`config.mk`:
```
export PLATFORM = sky130hd
export DESIGN_NAME = dpi_irq_top
export DESIGN_NICKNAME = d
export VERILOG_FILES = /design/src/shared/dpi_pkg.sv /design/src/rtl/dpi_edge_chan.sv /design/src/rtl/dpi_irq_top.sv
export SDC_FILE = /design/constraint.sdc
export NUM_CORES = 1
export LEC_CHECK = 0
export ABC_AREA = 1
export ABC_CLOCK_PERIOD_IN_PS = 2150
export BUFFER_PORTS_ARGS = -buffer_cell sky130_fd_sc_hd__buf_2
export CORE_MARGIN = 10
export CORE_UTILIZATION = 50
export CTS_CLUSTER_DIAMETER = 100
export CTS_CLUSTER_SIZE = 30
export DETAILED_ROUTE_END_ITERATION = 6
export HOLD_SLACK_MARGIN = 0.12
export PLACE_DENSITY_LB_ADDON = 0.15
export SLEW_MARGIN = 20
export SYNTH_ARGS = -nofsm -noshare
export SYNTH_HDL_FRONTEND = slang
export SYNTH_SLANG_ARGS = --single-unit
export TNS_END_PERCENT = 5
```
`constraint.sdc`:
```
create_clock -name mclk -period 2.15 [get_ports mclk]
set_input_delay 0.645 -clock mclk [delete_from_list [all_inputs] [get_ports mclk]]
set_output_delay 0.645 -clock mclk [all_outputs]
set_load 0.03 [all_outputs]
```
`src/shared/dpi_pkg.sv`:
```
package dpi_pkg;

    // Channel count of the input module.
    localparam int unsigned NUM_CH = 8;

    // Register byte addresses on the APB bus.
    // Documented layout is byte-wide: status at base, interrupt register at base + 1,
    // configuration word at base + 2 (enable, even) and base + 3 (edge, odd).
    // Offsets 0..3 are not all multiples of four, so each is an index and the byte address is four times it.
    localparam logic [7:0] IDX_STATUS  = 8'h00;
    localparam logic [7:0] IDX_IRQ     = 8'h01;
    localparam logic [7:0] IDX_ENABLE  = 8'h02;
    localparam logic [7:0] IDX_EDGE    = 8'h03;
    localparam logic [7:0] IDX_CONFIG  = 8'h04;

    localparam logic [11:0] ADDR_STATUS = 12'h000;
    localparam logic [11:0] ADDR_IRQ    = 12'h004;
    localparam logic [11:0] ADDR_ENABLE = 12'h008;
    localparam logic [11:0] ADDR_EDGE   = 12'h00c;
    localparam logic [11:0] ADDR_CONFIG = 12'h010;

    // Reset values of the configuration bytes.
    localparam logic [7:0] ENABLE_RST = 8'h00;
    localparam logic [7:0] EDGE_RST   = 8'h00;

    // Edge select encoding per channel.
    localparam logic EDGE_RISING  = 1'b0;
    localparam logic EDGE_FALLING = 1'b1;

    // Field positions inside the 16-bit configuration word.
    localparam int unsigned CFG_ENABLE_LSB = 8;
    localparam int unsigned CFG_EDGE_LSB   = 0;

endpackage : dpi_pkg

```
`src/rtl/dpi_edge_chan.sv`:
```
// One input channel: synchroniser, edge detector and configured edge select.
module dpi_edge_chan (
    // Clock and reset.
    input  wire logic mclk,
    input  wire logic rst,
    // Field input and configuration.
    input  wire logic din,
    input  wire logic edge_sel,
    input  wire logic enable,
    // Outputs.
    output logic      level,
    output logic      event_hit
);

    logic sync1_reg;
    logic sync2_reg;
    logic prev_reg;
    logic rise;
    logic fall;

    // Two-stage synchroniser, then one stage to detect a change.
    always_ff @(posedge mclk) begin
        if (rst) begin
            sync1_reg <= 1'b0;
            sync2_reg <= 1'b0;
            prev_reg  <= 1'b0;
        end else begin
            sync1_reg <= din;
            sync2_reg <= sync1_reg;
            prev_reg  <= sync2_reg;
        end
    end

    // Edge detection uses only the second and third stages.
    assign rise      = sync2_reg & ~prev_reg;
    assign fall      = ~sync2_reg & prev_reg;
    assign event_hit = enable & ((edge_sel == dpi_pkg::EDGE_FALLING) ? fall : rise);
    assign level     = sync2_reg;

endmodule : dpi_edge_chan

```
`src/rtl/dpi_irq_top.sv`:
```
// Behaviour
// - Enable byte even address, edge byte odd.
// - Flag set to 1 on any configured edge.
// - Flags stay latched until host reads.
// - Active-low request is inverse of alarm.
// - Enable bit 1 allows channel interrupts.
// - Edge bit 0 rising, 1 falling.
// - Reading interrupt register returns and clears flags.
// - Status register at base shows input levels.
//
// The register addresses and register access over APB are this design's own decisions.
module dpi_irq_top #(
    parameter int unsigned NCH = dpi_pkg::NUM_CH
) (
    // Clock and reset.
    input  wire logic        mclk,
    input  wire logic        rst,
    // APB slave.
    input  wire logic        psel,
    input  wire logic        penable,
    input  wire logic        pwrite,
    input  wire logic [11:0] paddr,
    input  wire logic [31:0] pwdata,
    input  wire logic [3:0]  pstrb,
    output logic [31:0]      prdata,
    output logic             pready,
    output logic             pslverr,
    // Field inputs.
    input  wire logic [NCH-1:0] field_in,
    // Interrupt request to the CPU.
    output logic             process_irq_request_low
);

    logic [NCH-1:0] enable_reg;
    logic [NCH-1:0] edge_reg;
    logic [NCH-1:0] flag_reg;
    logic [NCH-1:0] flag_next;
    logic [NCH-1:0] level;
    logic [NCH-1:0] hit;
    logic [31:0]    prdata_next;
    logic           irq_n_reg;

    // Per-channel edge detection.
    for (genvar g = 0; g < NCH; g++) begin : g_ch
        dpi_edge_chan u_ch (
            .mclk      (mclk),
            .rst       (rst),
            .din       (field_in[g]),
            .edge_sel  (edge_reg[g]),
            .enable    (enable_reg[g]),
            .level     (level[g]),
            .event_hit (hit[g])
        );
    end

    // Bus decode; the access phase completes in one cycle.
    wire acc      = psel & penable;
    wire wr       = acc & pwrite;
    wire rd       = acc & ~pwrite;
    wire hit_st   = (paddr == dpi_pkg::ADDR_STATUS);
    wire hit_irq  = (paddr == dpi_pkg::ADDR_IRQ);
    wire hit_en   = (paddr == dpi_pkg::ADDR_ENABLE);
    wire hit_edge = (paddr == dpi_pkg::ADDR_EDGE);
    wire hit_cfg  = (paddr == dpi_pkg::ADDR_CONFIG);
    wire mapped   = hit_st | hit_irq | hit_en | hit_edge | hit_cfg;
    wire rd_irq   = rd & hit_irq;
    wire wr_en    = wr & pstrb[0] & hit_en;
    wire wr_edge  = wr & pstrb[0] & hit_edge;
    wire wr_cfg_h = wr & pstrb[1] & hit_cfg;
    wire wr_cfg_l = wr & pstrb[0] & hit_cfg;

    // A read clears only the flags that it has returned.
    // Read data were taken at the setup edge, so an edge latched at that same edge must survive the clear.
    // The returned flags still stand in prdata during the access cycle, which makes them the clear mask.
    wire [NCH-1:0] clr_mask  = rd_irq ? prdata[NCH-1:0] : '0;
    wire [NCH-1:0] kept_mask = flag_reg & ~clr_mask;

    // A read clears the flags it returns, but a new edge in that cycle still sets its flag.
    assign flag_next = kept_mask | hit;

    // Read data mux; the 16-bit word keeps enable in the high byte.
    always_comb begin
        prdata_next = '0;
        if (hit_st) begin
            prdata_next[NCH-1:0] = level;
        end else if (hit_irq) begin
            prdata_next[NCH-1:0] = flag_reg;
        end else if (hit_en) begin
            prdata_next[NCH-1:0] = enable_reg;
        end else if (hit_edge) begin
            prdata_next[NCH-1:0] = edge_reg;
        end else if (hit_cfg) begin
            prdata_next[dpi_pkg::CFG_ENABLE_LSB +: NCH] = enable_reg;
            prdata_next[dpi_pkg::CFG_EDGE_LSB +: NCH]   = edge_reg;
        end
    end

    // Configuration registers.
    always_ff @(posedge mclk) begin
        if (rst) begin
            enable_reg <= dpi_pkg::ENABLE_RST;
            edge_reg   <= dpi_pkg::EDGE_RST;
        end else begin
            if (wr_en) begin
                enable_reg <= pwdata[NCH-1:0];
            end else if (wr_cfg_h) begin
                enable_reg <= pwdata[dpi_pkg::CFG_ENABLE_LSB +: NCH];
            end
            if (wr_edge) begin
                edge_reg <= pwdata[NCH-1:0];
            end else if (wr_cfg_l) begin
                edge_reg <= pwdata[dpi_pkg::CFG_EDGE_LSB +: NCH];
            end
        end
    end

    // Flags and request line.
    always_ff @(posedge mclk) begin
        if (rst) begin
            flag_reg  <= '0;
            irq_n_reg <= 1'b1;
        end else begin
            flag_reg  <= flag_next;
            irq_n_reg <= ~(|flag_next);
        end
    end

    // Bus answer registers; ready is raised for the access cycle.
    // Every access takes exactly one access cycle, so the master never sees a wait state.
    always_ff @(posedge mclk) begin
        if (rst) begin
            pready  <= 1'b0;
            pslverr <= 1'b0;
            prdata  <= '0;
        end else begin
            pready  <= psel & ~penable;
            pslverr <= psel & ~penable & ~mapped;
            prdata  <= (psel & ~penable & ~pwrite) ? prdata_next : '0;
        end
    end

    // The request line comes straight from its register.
    assign process_irq_request_low = irq_n_reg;

    // Checks.
    a_flag_sets: assert property (@(posedge mclk) disable iff (rst)
        hit != '0 |=> (flag_reg & $past(hit)) == $past(hit))
        else $error("Edge did not set its flag.");

    a_flag_holds: assert property (@(posedge mclk) disable iff (rst)
        !rd_irq |=> (flag_reg & $past(flag_reg)) == $past(flag_reg))
        else $error("Flag lost without a read.");

    a_read_clears: assert property (@(posedge mclk) disable iff (rst)
        rd_irq && hit == '0 |=> (flag_reg & $past(prdata[NCH-1:0])) == '0)
        else $error("Read did not clear flags.");

    a_irq_level: assert property (@(posedge mclk) disable iff (rst)
        process_irq_request_low == ~(|flag_reg))
        else $error("Request line disagrees with flags.");

    a_irq_release: assert property (@(posedge mclk) disable iff (rst)
        rd_irq && hit == '0 && kept_mask == '0 |=> process_irq_request_low)
        else $error("Request not released after clearing read.");

    a_disabled_quiet: assert property (@(posedge mclk) disable iff (rst)
        (hit & ~enable_reg) == '0)
        else $error("Disabled channel raised an event.");

    a_irq_readback: assert property (@(posedge mclk) disable iff (rst)
        psel && !penable && !pwrite && hit_irq |=> prdata[NCH-1:0] == $past(flag_reg))
        else $error("Interrupt read returned wrong flags.");

    a_cfg_write: assert property (@(posedge mclk) disable iff (rst)
        wr_cfg_h && !wr_en |=> enable_reg == $past(pwdata[15:8]))
        else $error("High byte did not load enable.");

    a_unread_kept: assert property (@(posedge mclk) disable iff (rst)
        rd_irq |=> (flag_reg & $past(kept_mask)) == $past(kept_mask))
        else $error("Unreturned flag lost by a read.");

    a_status_read: assert property (@(posedge mclk) disable iff (rst)
        psel && !penable && !pwrite && hit_st |=> prdata[NCH-1:0] == $past(level))
        else $error("Status read returned wrong levels.");

    a_en_write: assert property (@(posedge mclk) disable iff (rst)
        wr_en |=> enable_reg == $past(pwdata[NCH-1:0]))
        else $error("Enable byte not loaded.");

    a_edge_write: assert property (@(posedge mclk) disable iff (rst)
        wr_edge |=> edge_reg == $past(pwdata[NCH-1:0]))
        else $error("Edge byte not loaded.");

    a_cfg_edge: assert property (@(posedge mclk) disable iff (rst)
        wr_cfg_l && !wr_edge |=> edge_reg == $past(pwdata[dpi_pkg::CFG_EDGE_LSB +: NCH]))
        else $error("Low byte did not load edge select.");

    a_rd_no_write: assert property (@(posedge mclk) disable iff (rst)
        rd |=> enable_reg == $past(enable_reg) && edge_reg == $past(edge_reg))
        else $error("Read changed the configuration.");

    // Bus answer checks.
    a_ready_setup: assert property (@(posedge mclk) disable iff (rst) // Answer after setup.
        psel && !penable |=> pready)
        else $error("Ready missing after setup.");

    a_ready_pulse: assert property (@(posedge mclk) disable iff (rst) // One-cycle answer.
        pready |=> !pready)
        else $error("Ready stood longer than one cycle.");

    a_rdata_idle: assert property (@(posedge mclk) disable iff (rst) // Quiet read data.
        !pready |-> prdata == '0)
        else $error("Read data driven outside the answer.");

    a_unmapped_err: assert property (@(posedge mclk) disable iff (rst) // Error with answer.
        pslverr |-> pready)
        else $error("Error flag without ready.");

    // Covers for the main scenarios.
    c_cfg_write: cover property (@(posedge mclk) disable iff (rst) wr_cfg_h);
    c_irq_raise: cover property (@(posedge mclk) disable iff (rst) $fell(process_irq_request_low));
    c_irq_clear: cover property (@(posedge mclk) disable iff (rst) rd_irq && flag_reg != '0);
    c_set_on_clear: cover property (@(posedge mclk) disable iff (rst) rd_irq && hit != '0);

endmodule : dpi_irq_top

```
# ---- After elaboration in Yosys (flattened, before gate mapping)
# Index checks and enable logic that the tools add are counted.
# W data, S select, Z words.
dict set report totals {
  ram_bits 0
  inputBits 61
  reg_bits 83
  latch_bits 0
  n_memories 0
  mem_bits_ro 0
  elab_cells 127
}
dict set report classes {
  muxes 18
  n_mul 0
  n_bitwise 66
  n_lt_le_gt_ge 0
  div_mod_pow 0
  shifts 0
  addsub 0
  eq_ne 4
  n_reduce_logical 6
}
# cell count
set ops {}
lappend ops {{$mux W8} 9}
lappend ops {{$and A1 B1 Y1} 37}
lappend ops {{$eq A12 B4 Y1 const B} 2}
lappend ops {{$not A1 Y1} 22}
lappend ops {{$mux W16} 1}
lappend ops {{$eq A12 B3 Y1 const B} 1}
lappend ops {{$eq A12 B5 Y1 const B} 1}
lappend ops {{$logic_not A12 Y1} 1}
lappend ops {{$and A8 B8 Y8} 1}
lappend ops {{$mux W1} 8}
lappend ops {{$not A8 Y8} 1}
lappend ops {{$or A8 B8 Y8} 1}
lappend ops {{$reduce_or A8 Y1} 1}
lappend ops {{$reduce_or A7 Y1} 1}
lappend ops {{$or A1 B1 Y1} 4}
lappend ops {{$reduce_bool A2 Y1} 2}
lappend ops {{$reduce_or A2 Y1} 1}

# ---- Longest topological paths before layout
dict set report logic_depth {
  word_depth 9
  mapped_depth 11
  depth_no_buf 11
}

# ---- Hierarchy
# From an unflattened synthesis, not the netlist that was laid out.
dict set report hier_totals {
  hier_cells 451
  area_unflattened_um2 3155.5
}
# mod area_per_inst_um2 n_inst cells_per_inst
set modules_own_cells {}
lappend modules_own_cells {dpi_irq_top 2274.7 1 323}
lappend modules_own_cells {dpi_edge_chan 110.1 8 16}

# ---- Worst setup path after synthesis
# No wires, ideal clock.
dict set report synth_path {
  kind {in2reg}
  start {in paddr[10]}
  end {reg enable_reg[0]}
  path_stages 9
  slack_ps 319
  arrival_time_ps 1710
  setup_time_ps 122
  path_cell_list {inv_1 -> nand2_1 -> nor2_4 -> inv_1 -> nor2_1 -> nand3_1 -> or2_2 -> o21ai_0 -> a21oi_1}
}
dict set report synth_between {
  elab_chain_len 3
  word_cells_on_any_way 6
  classes_between {eq/ne: 2; mux: 1; bitwise: 2; reduce/logical: 1}
}
# element line_no
set synth_lines {}
lappend synth_lines {{start, declared} dpi_irq_top.sv:22} ;# input wire logic [11:0] paddr,
lappend synth_lines {{$eq A12 B4 Y1 or $eq A12 B5 Y1 (tied branches)} {dpi_irq_top.sv:62, dpi_irq_top.sv:64}}
lappend synth_lines {{$and A1 B1 Y1 (on tied branches)} {dpi_irq_top.sv:67, dpi_irq_top.sv:69}}
lappend synth_lines {{$mux W8 or $reduce_bool A2 Y1 (tied branches)} -}
lappend synth_lines {{end signal, assigned} dpi_irq_top.sv:101} ;# enable_reg <= dpi_pkg::ENABLE_RST;
lappend synth_lines {{end signal, assigned} dpi_irq_top.sv:105} ;# enable_reg <= pwdata[NCH-1:0];
lappend synth_lines {{end signal, assigned} dpi_irq_top.sv:107} ;# enable_reg <= pwdata[dpi_pkg::CFG_ENABLE_LSB +: NCH];
lappend synth_lines {{end, declared} dpi_irq_top.sv:34} ;# logic [NCH-1:0] enable_reg;
# Several ways; a longest one is shown, not always the timed one.
# A chain may end at the register's enable or synchronous reset.

# ---- Worst setup path in the final report
dict set report layout_path {
  start {in paddr[1]}
  end {reg edge_reg[7]}
}
dict set report layout_between {
  elab_chain_len 3
  word_cells_on_any_way 6
  classes_between {eq/ne: 2; mux: 1; bitwise: 2; reduce/logical: 1}
}
# element line_no
set layout_lines {}
lappend layout_lines {{$eq A12 B4 Y1 or $eq A12 B5 Y1 (tied branches)} {dpi_irq_top.sv:63, dpi_irq_top.sv:64}}
lappend layout_lines {{$and A1 B1 Y1 (on tied branches)} {dpi_irq_top.sv:68, dpi_irq_top.sv:70}}
lappend layout_lines {{$mux W8 or $reduce_bool A2 Y1 (tied branches)} -}
lappend layout_lines {{end signal, assigned} dpi_irq_top.sv:102} ;# edge_reg <= dpi_pkg::EDGE_RST;
lappend layout_lines {{end signal, assigned} dpi_irq_top.sv:110} ;# edge_reg <= pwdata[NCH-1:0];
lappend layout_lines {{end signal, assigned} dpi_irq_top.sv:112} ;# edge_reg <= pwdata[dpi_pkg::CFG_EDGE_LSB +: NCH];
lappend layout_lines {{end, declared} dpi_irq_top.sv:35} ;# logic [NCH-1:0] edge_reg;
# Several ways; a longest one is shown, not always the timed one.

==> key figures <==
Min path
  – Tightest Hold Check Type: flip-flop to flip-flop
  – Worst min-delay path endpoint: g_ch[7].u_ch.level$_SDFF_PP0_
  – Min-Delay Startpoint: g_ch[7].u_ch.sync1_reg$_SDFF_PP0_
  – WHS Path Cells: 2

Critical path
  – R2r worst-path depth: 8
  – CP max stage delay: 200 ps
  – Most used cell, CP: o21ai_0
  – Critical path's slowest cell: o21ai_0
  – Critical path data arrival time: 1950 ps
  – Critical path class: input port to flip-flop
  – CP endpoint kind: flip-flop
  – Required @ worst endpoint: 2370 ps
  – Reg-to-reg slack, setup: 910 ps
  – Worst r2r src: g_ch[2].u_ch.level$_SDFF_PP0_
  – Crit path max-delay family: simple AND/OR/NAND/NOR gates
  – Worst path bufs/invs: 3
  – CP Max Fanout: 4
  – Crit path cell chain: buf_2, nor2_2, inv_2, nor3_2, nand3_1, o21ai_0, nand2_1, buf_4, o21ai_0, nor2_1
  – Critical path startpoint category: input port
  – R2r endpoint: process_irq_request_low$_SDFF_PP1_

Synth
  – Synth Instances: 404
  – Simple-gate share of the synthesized area: 29.8%
  – Largest family of logic cells by synthesized area: simple AND/OR/NAND/NOR gates
  – Average cell area after synthesis: 7.22 um^2
  – Post-synthesis mux area share: 0%
  – Seq/Total Area, Yosys: 46.0%
  – Largest area contributor in the netlist: dfxtp_1
  – Area contributors post-synth: dfxtp_1 (46%), nor2_1 (10%), inv_1 (8.6%)
  – Yosys cell types: 27
  – Yosys top cell area share: between 40% and 50%
  – Number of synthesized register bits: 67
  – Syn Std Cell Area: about 3000 um^2
  – Yosys warns: 0
  – Compound-cell area share of the yosys netlist: 9.96%
  – Adder-cell share of the synthesized area: 0%
  – Xor/xnor share of the synthesized area: 0%

Global route
  – Vias in the first global route: 2,695
  – Congestion Overflow GR: 0
  – First-pass GRT wire length: 12.6 mm
  – Antenna violations before repair: 0
  – Total GRT Usage: around 18%
  – Largest net degree at the start of global routing: 38

STA
  – RSZ-0062 raised after global routing: no
  – Fmax: 578 MHz
  – Finish-stage setup viols: 0
  – Setup WS post-layout: 419 ps
  – Fin. Hold Viols: 0
  – Final period util: 80.5%
  – Clock Skew: 11.4 ps
  – Setup TNS: 0 ps
  – Hold Slack: 403 ps
  – Fin. max-slew vios: 0
  – Min Tclk post-route: 1730 ps

Drt
  – Drt pass-1 iters: 5
  – Drt wl/cell: 14.0 um
  – Vias/cell: 4.88
  – Total Wirelength: 7.91 mm
  – Vias: 2,753
  – Number of DRC markers in iteration 0: 174
  – DRC: 0
  – Remaining antenna violation count: 0

Place
  – Placer congestion estimate: 0.968
  – Port buffer count: 61
  – HPWL Detailed: between 5 and 6 mm
  – Dpl ws: roughly 70 ps

Die
  – FP Rows: 27
  – Die span in x: 96.4 um
  – Core ar.: between 5000 and 6000 um^2
  – Initial Util: 52.3%
  – DIE HEIGHT: 96.4 um
  – Ports: 96
  – DIE AREA: 9290 um^2

CTS
  – Setup bufs post-CTS: 0
  – Num CTS Buffers: 9
  – Hold-fix buffers at CTS: 0
  – Worst-case clock buffer depth: 2
  – CTS tree: done
  – CTS root buf: clkbuf_8
  – Clock Latency Late Sink: 340 ps
  – H-tree levels: 3
  – Post_cts resized: 0
  – Clk pin slew, worst setup/hold paths: 70 ps
  – Num Clock Sinks: 67

Finish
  – Max reg flops: 16
  – Largest Register: prdata
  – FILL cells: ~540
  – Fin nets: 548
  – Share of cells above drive strength 1: 22.6%
  – Syn-to-layout area delta: 22.5%
  – N_diodes: 0

Pwr
  – Worst vdd ir: 0.000524 V
  – Leakage: 1.77 nW
  – Cell Pwr Density: 693 nW/um^2

Run status
  – Status: finished clean

Job
  – Maxcap violations: 0
cells in the final DEF, fill, tap and decap left out, types with 2 or more instances in the layout:
| cell type | count |
|---|---|
| a31oi_1 | 3 |
| nor2_4 | 2 |
| or2_2 | 3 |
| buf_4 | 19 |
| nand3_1 | 29 |
| nor2_1 | 81 |
| buf_2 | 61 |
| inv_1 | 67 |
| a211oi_1 | 6 |
| nand4_1 | 18 |
| inv_2 | 2 |
| o21ai_0 | 27 |
| clkbuf_8 | 10 |
| nand2_1 | 47 |
| nand3_2 | 2 |
| dfxtp_1 | 67 |
| nor3_1 | 2 |
| clkinv_2 | 3 |
| conb_1 | 16 |
| a21oi_1 | 15 |
| nor2_2 | 2 |
cell type report:
type / instances / area, um^2 / share of cell area [%]
Multi-Input combinational cell: 259 / 1220 / 34.1
Tap cell: 72 / 90.1 / 2.52
Clock inverter: 5 / 52.6 / 1.47
Sequential cell: 67 / 1340 / 37.6
Inverter: 69 / 259 / 7.25
Clock buffer: 11 / 141 / 3.96
Timing Repair Buffer: 81 / 468 / 13.1
how the worst max path moves through the flow:
stage,endpoint,cells after the start,slack [ps],from
after global placement,enable_reg[0]$_SDFFE_PP0P_,10,80,paddr[10]
after floorplan,enable_reg[0]$_SDFFE_PP0P_,9,320,paddr[10]
after detailed placement,enable_reg[0]$_SDFFE_PP0P_,10,70,paddr[10]
final,edge_reg[7]$_SDFFE_PP0P_,10,420,paddr[1]
after CTS,enable_reg[0]$_SDFFE_PP0P_,10,440,paddr[10]
after global routing,edge_reg[7]$_SDFFE_PP0P_,10,260,paddr[1]
tightest hold or removal path: stages (launching register included):
cell and delay [ps]:
dfxtp_1 300, inv_1 40, nor2_1 30
synth_stat cells:
master / instances
nor3_2: 1
inv_1: 67
o21ai_0: 27
nand3_2: 2
a211oi_1: 6
conb_1: 1
nand2_2: 1
clkbuf_1: 4
nor2_1: 81
nor3_1: 2
inv_2: 2
nand4_1: 18
nor2_2: 2
or2_2: 3
nor2_4: 2
nand3_1: 29
buf_1: 2
buf_4: 16
a21oi_1: 15
or3_1: 1
nand3b_1: 1
dfxtp_1: 67
buf_2: 2
a21oi_4: 1
nand2_1: 47
nor3_4: 1
a31oi_1: 3
metrics by stage:
| stage | cells | total power, W | area, um^2 | util [%] |
|---|---|---|---|---|
| finish | 564 | 0.00247 | 3570 | 64.1 |
| detailed placement | 548 | 0.00147 | 3380 | 60.6 |
| global route | 564 | 0.00258 | 3570 | 64.1 |
| CTS | 564 | 0.00250 | 3570 | 64.1 |
| floorplan | 419 | 0.00142 | 2970 | - |
| global placement | 548 | 0.00147 | 3380 | 60.6 |
where the power goes:
group	total (W)	switching, W	internal, W
sequential	0.00127	0.00000683	0.00126
clock	0.00103	0.000468	0.000561
combinational	0.000177	0.000121	0.0000561
total	0.00247	0.000596	0.00188
routing by layer:
layer	global-route usage, %	wire length (um)	part of all wire [%]	up-vias
met5	0	0	0	-
met4	7.75	152	1.9	0
met3	5.45	799	10	12
met2	28.3	3560	45	107
met1	21.2	3390	43	1222
li1	-	-	-	1412
logic make-up (layout without fill, tap and decap cells):
| group | count (synthesis) | in the layout |
|---|---|---|
| DFF | 67 | 67 |
| AOI/OAI and AO/OA | 52 | 52 |
| and+or+nand+nor | 191 | 191 |
| buffers and inverters | 93 | 166 |
| other | 1 | 16 |
Power figures use the tool's default switching activity.
